==> src/pkg/uafet_pkg.sv <==
`default_nettype none
package uafet_pkg;

   // bus geometry and register placement
   localparam int unsigned UAFET_ADDR_W      = 12;
   localparam logic [11:0] UAFET_OFS_TEST    = 12'h0c4;

   // field positions inside the test override register
   localparam int unsigned UAFET_B_FS_OE_N   = 22;
   localparam int unsigned UAFET_B_FS_VPOS   = 21;
   localparam int unsigned UAFET_B_FS_VNEG   = 20;
   localparam int unsigned UAFET_B_FS_RX     = 19;
   localparam int unsigned UAFET_B_TXV_LO    = 14;
   localparam int unsigned UAFET_B_TXD_LO    = 12;
   localparam int unsigned UAFET_B_CS_EN     = 11;
   localparam int unsigned UAFET_B_TRIM_LO   = 8;
   localparam int unsigned UAFET_B_RPU_POS   = 7;
   localparam int unsigned UAFET_B_RPU_NEG   = 6;
   localparam int unsigned UAFET_B_RPD_POS   = 5;
   localparam int unsigned UAFET_B_RPD_NEG   = 4;
   localparam int unsigned UAFET_B_HS_ACT    = 1;

   // reset values
   localparam logic        UAFET_RST_BIT     = 1'b0;
   localparam logic [1:0]  UAFET_RST_PAIR    = 2'h0;
   localparam logic [2:0]  UAFET_RST_TRIM    = 3'h0;
   localparam logic [31:0] UAFET_RD_UNMAPPED = 32'h0000_0000;

   // mask codes: 2'h2 is the one software must never use, then lsb only and both
   localparam logic [1:0]  UAFET_TXV_BAD     = 2'h2;
   localparam logic [1:0]  UAFET_TXV_LSB     = 2'h1;
   localparam logic [1:0]  UAFET_TXV_BOTH    = 2'h3;

   // slave answer sequencing
   typedef enum logic [1:0]
   {
      UAFET_S_IDLE = 2'b01,
      UAFET_S_ANS  = 2'b10
   } uafet_bus_state_t;

endpackage
`default_nettype wire

==> src/uafet_test_override.sv <==
`timescale 1ns/100ps
`default_nettype none
module uafet_test_override
   import uafet_pkg::*;
(
   input  wire logic        clock,
   input  wire logic        rst,
   input  wire logic [11:0] avs_address,
   input  wire logic        avs_read,
   input  wire logic        avs_write,
   input  wire logic [31:0] avs_writedata,
   input  wire logic [3:0]  avs_byteenable,
   output logic      [31:0] avs_readdata,
   output logic             avs_waitrequest,
   input  wire logic        fullspeed_diff_receiver_in,
   input  wire logic        highspeed_mode,
   input  wire logic        image_present,
   input  wire logic [2:0]  image_current_trim,
   input  wire logic        otp_programmed,
   input  wire logic [2:0]  otp_current_trim,
   input  wire logic        usb_reset,
   input  wire logic        lite_reset,
   input  wire logic        reset_protect,
   output logic             fullspeed_driver_enable_n,
   output logic             fullspeed_pos_line_drive,
   output logic             fullspeed_neg_line_drive,
   output logic      [1:0]  frontend_tx_valid_bus,
   output logic      [1:0]  highspeed_tx_bits,
   output logic             highspeed_serial_bit,
   output logic             highspeed_serial_valid,
   output logic             highspeed_current_source_on,
   output logic      [2:0]  output_current_trim,
   output logic             pos_line_pullup_on,
   output logic             neg_line_pullup_on,
   output logic             pos_line_pulldown_on,
   output logic             neg_line_pulldown_on,
   output logic             highspeed_driver_active
);

   // address decode, used by both the read and the write path
   function automatic logic uafet_hit(input logic [11:0] addr);
      uafet_hit = (addr[11:2] == UAFET_OFS_TEST[11:2]);
   endfunction

   // pack all fields into the software view; unlisted bits stay zero
   function automatic logic [31:0] uafet_pack
   (
      input logic       fs_oe_n,
      input logic       fs_vpos,
      input logic       fs_vneg,
      input logic       fs_rx,
      input logic [1:0] txv,
      input logic [1:0] txd,
      input logic       cs_en,
      input logic [2:0] trim,
      input logic [3:0] term,
      input logic       hs_act
   );
      logic [31:0] w;
      w = 32'h0000_0000;
      w[UAFET_B_FS_OE_N]                  = fs_oe_n;
      w[UAFET_B_FS_VPOS]                  = fs_vpos;
      w[UAFET_B_FS_VNEG]                  = fs_vneg;
      w[UAFET_B_FS_RX]                    = fs_rx;
      w[UAFET_B_TXV_LO+1:UAFET_B_TXV_LO]  = txv;
      w[UAFET_B_TXD_LO+1:UAFET_B_TXD_LO]  = txd;
      w[UAFET_B_CS_EN]                    = cs_en;
      w[UAFET_B_TRIM_LO+2:UAFET_B_TRIM_LO] = trim;
      w[UAFET_B_RPU_POS:UAFET_B_RPD_NEG]  = term;
      w[UAFET_B_HS_ACT]                   = hs_act;
      uafet_pack = w;
   endfunction

   uafet_bus_state_t state_q;
   uafet_bus_state_t state_d;
   logic             wait_q;
   logic [31:0]      rdata_q;
   logic             req;
   logic             commit;
   logic             wr_hit;
   logic             wr_lane0;
   logic             wr_lane1;
   logic             wr_lane2;

   logic             fs_oe_n_q;
   logic             fs_vpos_q;
   logic             fs_vneg_q;
   logic             fs_rx_q;
   logic [1:0]       txv_q;
   logic [1:0]       txd_q;
   logic             cs_en_q;
   logic [3:0]       term_q;
   logic             hs_act_q;
   logic [2:0]       trim;
   logic [1:0]       txv_wr;
   logic             ser_bit;
   logic             ser_valid;

   assign req = avs_read | avs_write;

   // a request is taken only in the answer state, where waitrequest is low
   assign commit   = (state_q == UAFET_S_ANS) & req;
   assign wr_hit   = commit & avs_write & uafet_hit(avs_address);
   assign wr_lane0 = wr_hit & avs_byteenable[0];
   assign wr_lane1 = wr_hit & avs_byteenable[1];
   assign wr_lane2 = wr_hit & avs_byteenable[2];

   // two states: see the request, then answer it one cycle later
   always_comb
   begin
      state_d = state_q;
      unique case (state_q)
         UAFET_S_IDLE:
         begin
            if (req)
               state_d = UAFET_S_ANS;
         end
         UAFET_S_ANS:
         begin
            state_d = UAFET_S_IDLE;
         end
         default:
         begin
            state_d = UAFET_S_IDLE;
         end
      endcase
   end

   always_ff @(posedge clock or posedge rst)
   begin
      if (rst)
         state_q <= UAFET_S_IDLE;
      else
         state_q <= state_d;
   end

   // waitrequest is a flop: high at rest, low for exactly the answer cycle
   always_ff @(posedge clock or posedge rst)
   begin
      if (rst)
         wait_q <= 1'b1;
      else
         wait_q <= (state_d != UAFET_S_ANS);
   end

   // read data snapshotted as the answer opens; unmapped reads give zero
   always_ff @(posedge clock or posedge rst)
   begin
      if (rst)
         rdata_q <= UAFET_RD_UNMAPPED;
      else if (state_q == UAFET_S_IDLE && avs_read)
      begin
         if (uafet_hit(avs_address))
            rdata_q <= uafet_pack(fs_oe_n_q, fs_vpos_q, fs_vneg_q, fs_rx_q,
                                  txv_q, txd_q, cs_en_q, trim, term_q, hs_act_q);
         else
            rdata_q <= UAFET_RD_UNMAPPED;
      end
   end

   // full-speed driver override bits, byte lane 2
   always_ff @(posedge clock or posedge rst)
   begin
      if (rst)
      begin
         fs_oe_n_q <= UAFET_RST_BIT;
         fs_vpos_q <= UAFET_RST_BIT;
         fs_vneg_q <= UAFET_RST_BIT;
      end
      else if (wr_lane2)
      begin
         fs_oe_n_q <= avs_writedata[UAFET_B_FS_OE_N];
         fs_vpos_q <= avs_writedata[UAFET_B_FS_VPOS];
         fs_vneg_q <= avs_writedata[UAFET_B_FS_VNEG];
      end
   end

   // receiver input is synchronous; one flop keeps the readback clean
   always_ff @(posedge clock or posedge rst)
   begin
      if (rst)
         fs_rx_q <= UAFET_RST_BIT;
      else
         fs_rx_q <= fullspeed_diff_receiver_in;
   end

   // a write of the forbidden mask code is dropped, old mask stands
   assign txv_wr = avs_writedata[UAFET_B_TXV_LO+1:UAFET_B_TXV_LO];

   always_ff @(posedge clock or posedge rst)
   begin
      if (rst)
         txv_q <= UAFET_RST_PAIR;
      else if (wr_lane1 && txv_wr != UAFET_TXV_BAD)
         txv_q <= txv_wr;
   end

   // high-speed transmit bits
   always_ff @(posedge clock or posedge rst)
   begin
      if (rst)
         txd_q <= UAFET_RST_PAIR;
      else if (wr_lane1)
         txd_q <= avs_writedata[UAFET_B_TXD_LO+1:UAFET_B_TXD_LO];
   end

   // high-speed mode wins over a software clear in the same cycle
   always_ff @(posedge clock or posedge rst)
   begin
      if (rst)
         cs_en_q <= UAFET_RST_BIT;
      else if (highspeed_mode)
         cs_en_q <= 1'b1;
      else if (wr_lane1)
         cs_en_q <= avs_writedata[UAFET_B_CS_EN];
   end

   // pull-up and pull-down termination, byte lane 0
   always_ff @(posedge clock or posedge rst)
   begin
      if (rst)
         term_q <= {UAFET_RST_PAIR, UAFET_RST_PAIR};
      else if (wr_lane0)
         term_q <= avs_writedata[UAFET_B_RPU_POS:UAFET_B_RPD_NEG];
   end

   // driver active control, also byte lane 0
   always_ff @(posedge clock or posedge rst)
   begin
      if (rst)
         hs_act_q <= UAFET_RST_BIT;
      else if (wr_lane0)
         hs_act_q <= avs_writedata[UAFET_B_HS_ACT];
   end

   // trim has its own load and reload sources besides software
   uafet_trim_load u_trim
   (
      .clock              (clock),
      .rst                (rst),
      .image_present      (image_present),
      .image_current_trim (image_current_trim),
      .otp_programmed     (otp_programmed),
      .otp_current_trim   (otp_current_trim),
      .usb_reset          (usb_reset),
      .lite_reset         (lite_reset),
      .reset_protect      (reset_protect),
      .wr_en              (wr_lane1),
      .wr_data            (avs_writedata[UAFET_B_TRIM_LO+2:UAFET_B_TRIM_LO]),
      .trim               (trim)
   );

   // serial feed of the transmit bits as the mask allows
   uafet_hs_serial u_ser
   (
      .clock        (clock),
      .rst          (rst),
      .valid_mask   (txv_q),
      .tx_bits      (txd_q),
      .serial_bit   (ser_bit),
      .serial_valid (ser_valid)
   );

   // bus outputs
   assign avs_readdata    = rdata_q;
   assign avs_waitrequest = wait_q;

   // front-end controls, each straight off a flop: its field flop, or the serializer flops for the serial bit and valid
   assign fullspeed_driver_enable_n   = fs_oe_n_q;
   assign fullspeed_pos_line_drive    = fs_vpos_q;
   assign fullspeed_neg_line_drive    = fs_vneg_q;
   assign frontend_tx_valid_bus       = txv_q;
   assign highspeed_tx_bits           = txd_q;
   assign highspeed_serial_bit        = ser_bit;
   assign highspeed_serial_valid      = ser_valid;
   assign highspeed_current_source_on = cs_en_q;
   assign output_current_trim         = trim;
   assign pos_line_pullup_on          = term_q[3];
   assign neg_line_pullup_on          = term_q[2];
   assign pos_line_pulldown_on        = term_q[1];
   assign neg_line_pulldown_on        = term_q[0];
   assign highspeed_driver_active     = hs_act_q;

endmodule
`default_nettype wire

==> src/uafet_trim_load.sv <==
`timescale 1ns/100ps
`default_nettype none
module uafet_trim_load
   import uafet_pkg::*;
(
   input  wire logic       clock,
   input  wire logic       rst,
   input  wire logic       image_present,
   input  wire logic [2:0] image_current_trim,
   input  wire logic       otp_programmed,
   input  wire logic [2:0] otp_current_trim,
   input  wire logic       usb_reset,
   input  wire logic       lite_reset,
   input  wire logic       reset_protect,
   input  wire logic       wr_en,
   input  wire logic [2:0] wr_data,
   output logic      [2:0] trim
);

   logic       loaded_q;
   logic [2:0] last_image_q;
   logic [2:0] trim_q;

   // straps are caught on the first clock after release, not under reset
   always_ff @(posedge clock or posedge rst)
   begin
      if (rst)
         loaded_q <= 1'b0;
      else
         loaded_q <= 1'b1;
   end

   // remember the image value taken at load for later reloads
   always_ff @(posedge clock or posedge rst)
   begin
      if (rst)
         last_image_q <= UAFET_RST_TRIM;
      else if (!loaded_q)
         last_image_q <= image_present ? image_current_trim : UAFET_RST_TRIM;
   end

   // reload beats a software write landing in the same cycle
   always_ff @(posedge clock or posedge rst)
   begin
      if (rst)
         trim_q <= UAFET_RST_TRIM;
      else if (!loaded_q)
         trim_q <= image_present  ? image_current_trim :
                   otp_programmed ? otp_current_trim : UAFET_RST_TRIM;
      else if ((usb_reset || lite_reset) && !reset_protect)
         trim_q <= last_image_q;
      else if (wr_en)
         trim_q <= wr_data;
   end

   assign trim = trim_q;

endmodule
`default_nettype wire

==> src/uafet_hs_serial.sv <==
`timescale 1ns/100ps
`default_nettype none
module uafet_hs_serial
   import uafet_pkg::*;
(
   input  wire logic       clock,
   input  wire logic       rst,
   input  wire logic [1:0] valid_mask,
   input  wire logic [1:0] tx_bits,
   output logic            serial_bit,
   output logic            serial_valid
);

   logic phase_q;
   logic bit_q;
   logic valid_q;

   // phase only advances when both bits are sent, so lsb always leads
   always_ff @(posedge clock or posedge rst)
   begin
      if (rst)
         phase_q <= 1'b0;
      else if (valid_mask == UAFET_TXV_BOTH)
         phase_q <= ~phase_q;
      else
         phase_q <= 1'b0;
   end

   // serial output, lsb first; a forbidden mask sends nothing
   always_ff @(posedge clock or posedge rst)
   begin
      if (rst)
      begin
         bit_q   <= UAFET_RST_BIT;
         valid_q <= UAFET_RST_BIT;
      end
      else
      begin
         unique case (valid_mask)
            UAFET_TXV_BOTH:
            begin
               bit_q   <= tx_bits[phase_q];
               valid_q <= 1'b1;
            end
            UAFET_TXV_LSB:
            begin
               bit_q   <= tx_bits[0];
               valid_q <= 1'b1;
            end
            default:
            begin
               bit_q   <= UAFET_RST_BIT;
               valid_q <= 1'b0;
            end
         endcase
      end
   end

   assign serial_bit   = bit_q;
   assign serial_valid = valid_q;

endmodule
`default_nettype wire

==> config.mk <==
export PLATFORM = sky130hd
export DESIGN_NAME = uafet_test_override
export DESIGN_NICKNAME = d
export VERILOG_FILES = /design/src/pkg/uafet_pkg.sv /design/src/uafet_test_override.sv /design/src/uafet_trim_load.sv /design/src/uafet_hs_serial.sv
export SDC_FILE = /design/constraint.sdc
export NUM_CORES = 1
export LEC_CHECK = 0
export ABC_AREA = 1
export BUFFER_PORTS_ARGS = -buffer_cell sky130_fd_sc_hd__buf_2
export CAP_MARGIN = 20
export CORE_MARGIN = 4
export CORE_UTILIZATION = 45
export DETAILED_ROUTE_END_ITERATION = 7
export PLACE_DENSITY = 0.81
export SLEW_MARGIN = 20
export SYNTH_ARGS = -nofsm -noshare
export SYNTH_HDL_FRONTEND = slang
export SYNTH_HIERARCHICAL = 1
export SYNTH_SLANG_ARGS = --single-unit
export TNS_END_PERCENT = 1
==> constraint.sdc <==
create_clock -name clock -period 3.3 [get_ports clock]
set_clock_uncertainty 0.15 [all_clocks]
set_input_delay 0.66 -clock clock [delete_from_list [all_inputs] [get_ports clock]]
set_output_delay 0.66 -clock clock [all_outputs]
set_load 0.02 [all_outputs]
==> impl_results.md <==
- Maxcap violations: 0
- Drt via density: 4.79
- Commonest non-fill, non-tap cell in the layout: buf_2
- Met3 Use GR: 0.0621
- Core area: 4470 um^2
- Initial Util: 0.478
- Worst Reg-to-Reg Cells: 4
- Worst relative slew slack: 0.496
- Worst-path clk slew: 0.08 ns
- Resized cells post-CTS: 0
- RSZ-0062 raised after global routing: false
- Power Dens Cells: 438 nW/um^2
- Via count: 1857
- Synth Register Bits: 44
- Layout cells sized above 1: 0.333
- Synthesized instance count: 253
- Avg WL per Cell: 12.5 um
- Total power: 1.13 mW
- FF-to-FF End: avs_readdata[6]
- Initial DRT Pass Iterations: 4
- Yosys cell types: 22
- GRT Util Overall: 0.170
- Slew Viols, Final: 0
- CP Capture Type: flip-flop
- Final ANT Viol Nets: 0
- Cts bufs inserted: 5
- GRT met1 Usage: 0.200
- Synth Warn #: 6
- Fin crit share: 0.604
- Sequential share of the synthesized area: 0.516
- LEAKAGE: 1.62 nW
- Endpoints failing setup: 0
- ANT cells: 0
- GR Util met2: 0.288
- Setup TNS: 0 ns
- Gpl congestion: 0.873
- CP max FO: 20
- Reg2reg start: state_q[0]
- R2r setup slk: 1.43 ns
- Total Routed Length: 4.84 mm
- Largest net degree at the start of global routing: 35
- 1st-iter DRT viols: 74
- Htree depth: 2
- Status: completed
- Most frequent cells in the layout: 81 x buf_2, 72 x nand2_1, 42 x dfrtp_1, 29 x nand3_1, 22 x inv_1
- CP Class: in2reg
- Final min period: 1.99 ns
- Boundary Pins: 116
- Setup bufs post-CTS: 0
- Clock Latency Late Sink: 0.29 ns
- CTS root buf: clkbuf_8
- GRT busiest layer: met2
- DRC: 0
- Avg Cell Area, Syn: 8.45 um^2
- CTS Sinks: 44
- Die X: 76.9 um
- CP Launch Type: input port
- Nets: 400
- Clock buffer depth: 2
- DP HPWL: 3.77 mm
- VDD IR max: 0.204 mV
- Crit path from: avs_address[9]
- Crit path to: u_trim/trim[0]
- Row count: 24
- First-pass GRT wire length: 8.11 mm
- CTS tree: yes
- Critical Path RT: 3.37 ns
- GR Overflow Total: 0
- Maximum operating frequency: 0.502 GHz
- Worst-margin pin slew: 0.755 ns
- Chip height: 76.9 um
- Crit path arrival time: 2.06 ns
- Area growth from synthesis to layout: 21.0%
- Worst hold-check path type: in2async
- Vias in the first global route: 1768
- Hold_buf cts: 0
- Initial antenna violation count: 0
- Post-Syn Area: 2140 um^2
- Final hold viol count: 0
- Die area: 5920 um^2
- I/O Buffers: 81
[critical path, stage by stage]
cell and delay [ns]:
buf_2 0.09, nor2_1 0.12, nand3_2 0.11, nor2_2 0.08, buf_4 0.24, nand3_1 0.20, inv_2 0.13, inv_1 0.07
nand2_4 0.07, a21oi_4 0.05, inv_2 0.07, nor2_1 0.04, a21oi_1 0.12
[where the power goes]
group	internal, mW	switching (mW)
clock	0.167	0.175
combinational	0.0495	0.156
sequential	0.572	0.0147
total	0.788	0.345
[metal layers]
layer  part of all wire  wire (um)  vias to the layer above
li1                   -          -                      927
met1               0.40       1930                      851
met2               0.49       2400                       72
met3              0.092        445                        7
met4              0.015         72                        0
met5                  0          0                        -
[cells by family after synthesis]
| logic type | Yosys count | synth area share |
|---|---|---|
| flip-flops | 44 | 0.516 |
| other | 2 | 0.00351 |
| buffers and inverters | 50 | 0.136 |
| AND/OR/NAND/NOR | 134 | 0.285 |
| AO/OA/AOI/OAI | 23 | 0.0591 |
[how the worst min path moves through the flow]
stage	start	to	slack, ns
5_1_grt	rst	u_ser/serial_valid	0.1
4_1_cts	rst	u_ser/phase_q	0.09
3_5_place_dp	u_ser/phase_q	u_ser/phase_q	0.28
6_report	rst	u_ser/serial_bit	0.09
3_3_place_gp	u_ser/phase_q	u_ser/phase_q	0.26
2_1_floorplan	u_ser/phase_q	u_ser/phase_q	0.25
[cells in the mapped netlist]
library cell	number	area (um^2)
buf_12	1	20.0
dfrtp_1	42	1050
inv_1	22	82.6
nand2_1	72	270
nor2_1	17	63.8
nand2_2	2	12.5
nand2_4	2	22.5
nand3_1	29	145
buf_4	15	113
nand4_1	3	18.8
nor3_2	1	10.0
a21oi_1	4	20.0
buf_6	4	45.0
nand3_2	4	40.0
conb_1	2	7.51
dfstp_2	2	52.6
a21oi_4	1	16.3
o21ai_0	18	90.1
clkbuf_1	3	11.3
nand3b_1	1	7.51
nor2_2	3	18.8
inv_2	5	18.8
[through the flow]
| stage | hold slack, ns | area [um^2] | setup WS [ns] | instances | utilization |
|---|---|---|---|---|---|
| after floorplan | 0.252 | 2190 | 1.52 | 267 | - |
| after global placement | 0.262 | 2490 | 1.04 | 380 | 0.557 |
| after detailed placement | 0.280 | 2490 | 0.982 | 380 | 0.557 |
| after CTS | 0.0871 | 2590 | 1.30 | 388 | 0.578 |
| after global routing | 0.0958 | 2590 | 1.06 | 388 | 0.578 |
| final | 0.0925 | 2590 | 1.31 | 388 | 0.578 |
[registers in the layout, indices dropped and copies added, names as in the netlist]
name	count
avs_readdata	17
avs_waitrequest	1
frontend_tx_valid_bus	2
fs_rx_q	1
fullspeed_driver_enable_n	1
fullspeed_neg_line_drive	1
fullspeed_pos_line_drive	1
highspeed_current_source_on	1
highspeed_driver_active	1
highspeed_tx_bits	2
state_q	2
term_q	4
u_ser/phase_q	1
u_ser/serial_bit	1
u_ser/serial_valid	1
u_trim/last_image_q	3
u_trim/loaded_q	1
u_trim/trim	3
[final cells by class]
class	instances	area (um^2)
fillers	420	1890
flip-flops and latches	44	1100
multi-input cells	173	796
repair buffers	84	428
inverters	27	101
clock buffers	6	82.6
well taps	52	65.1
clock inverters	2	10.0
(Power assumes the default switching activity.)
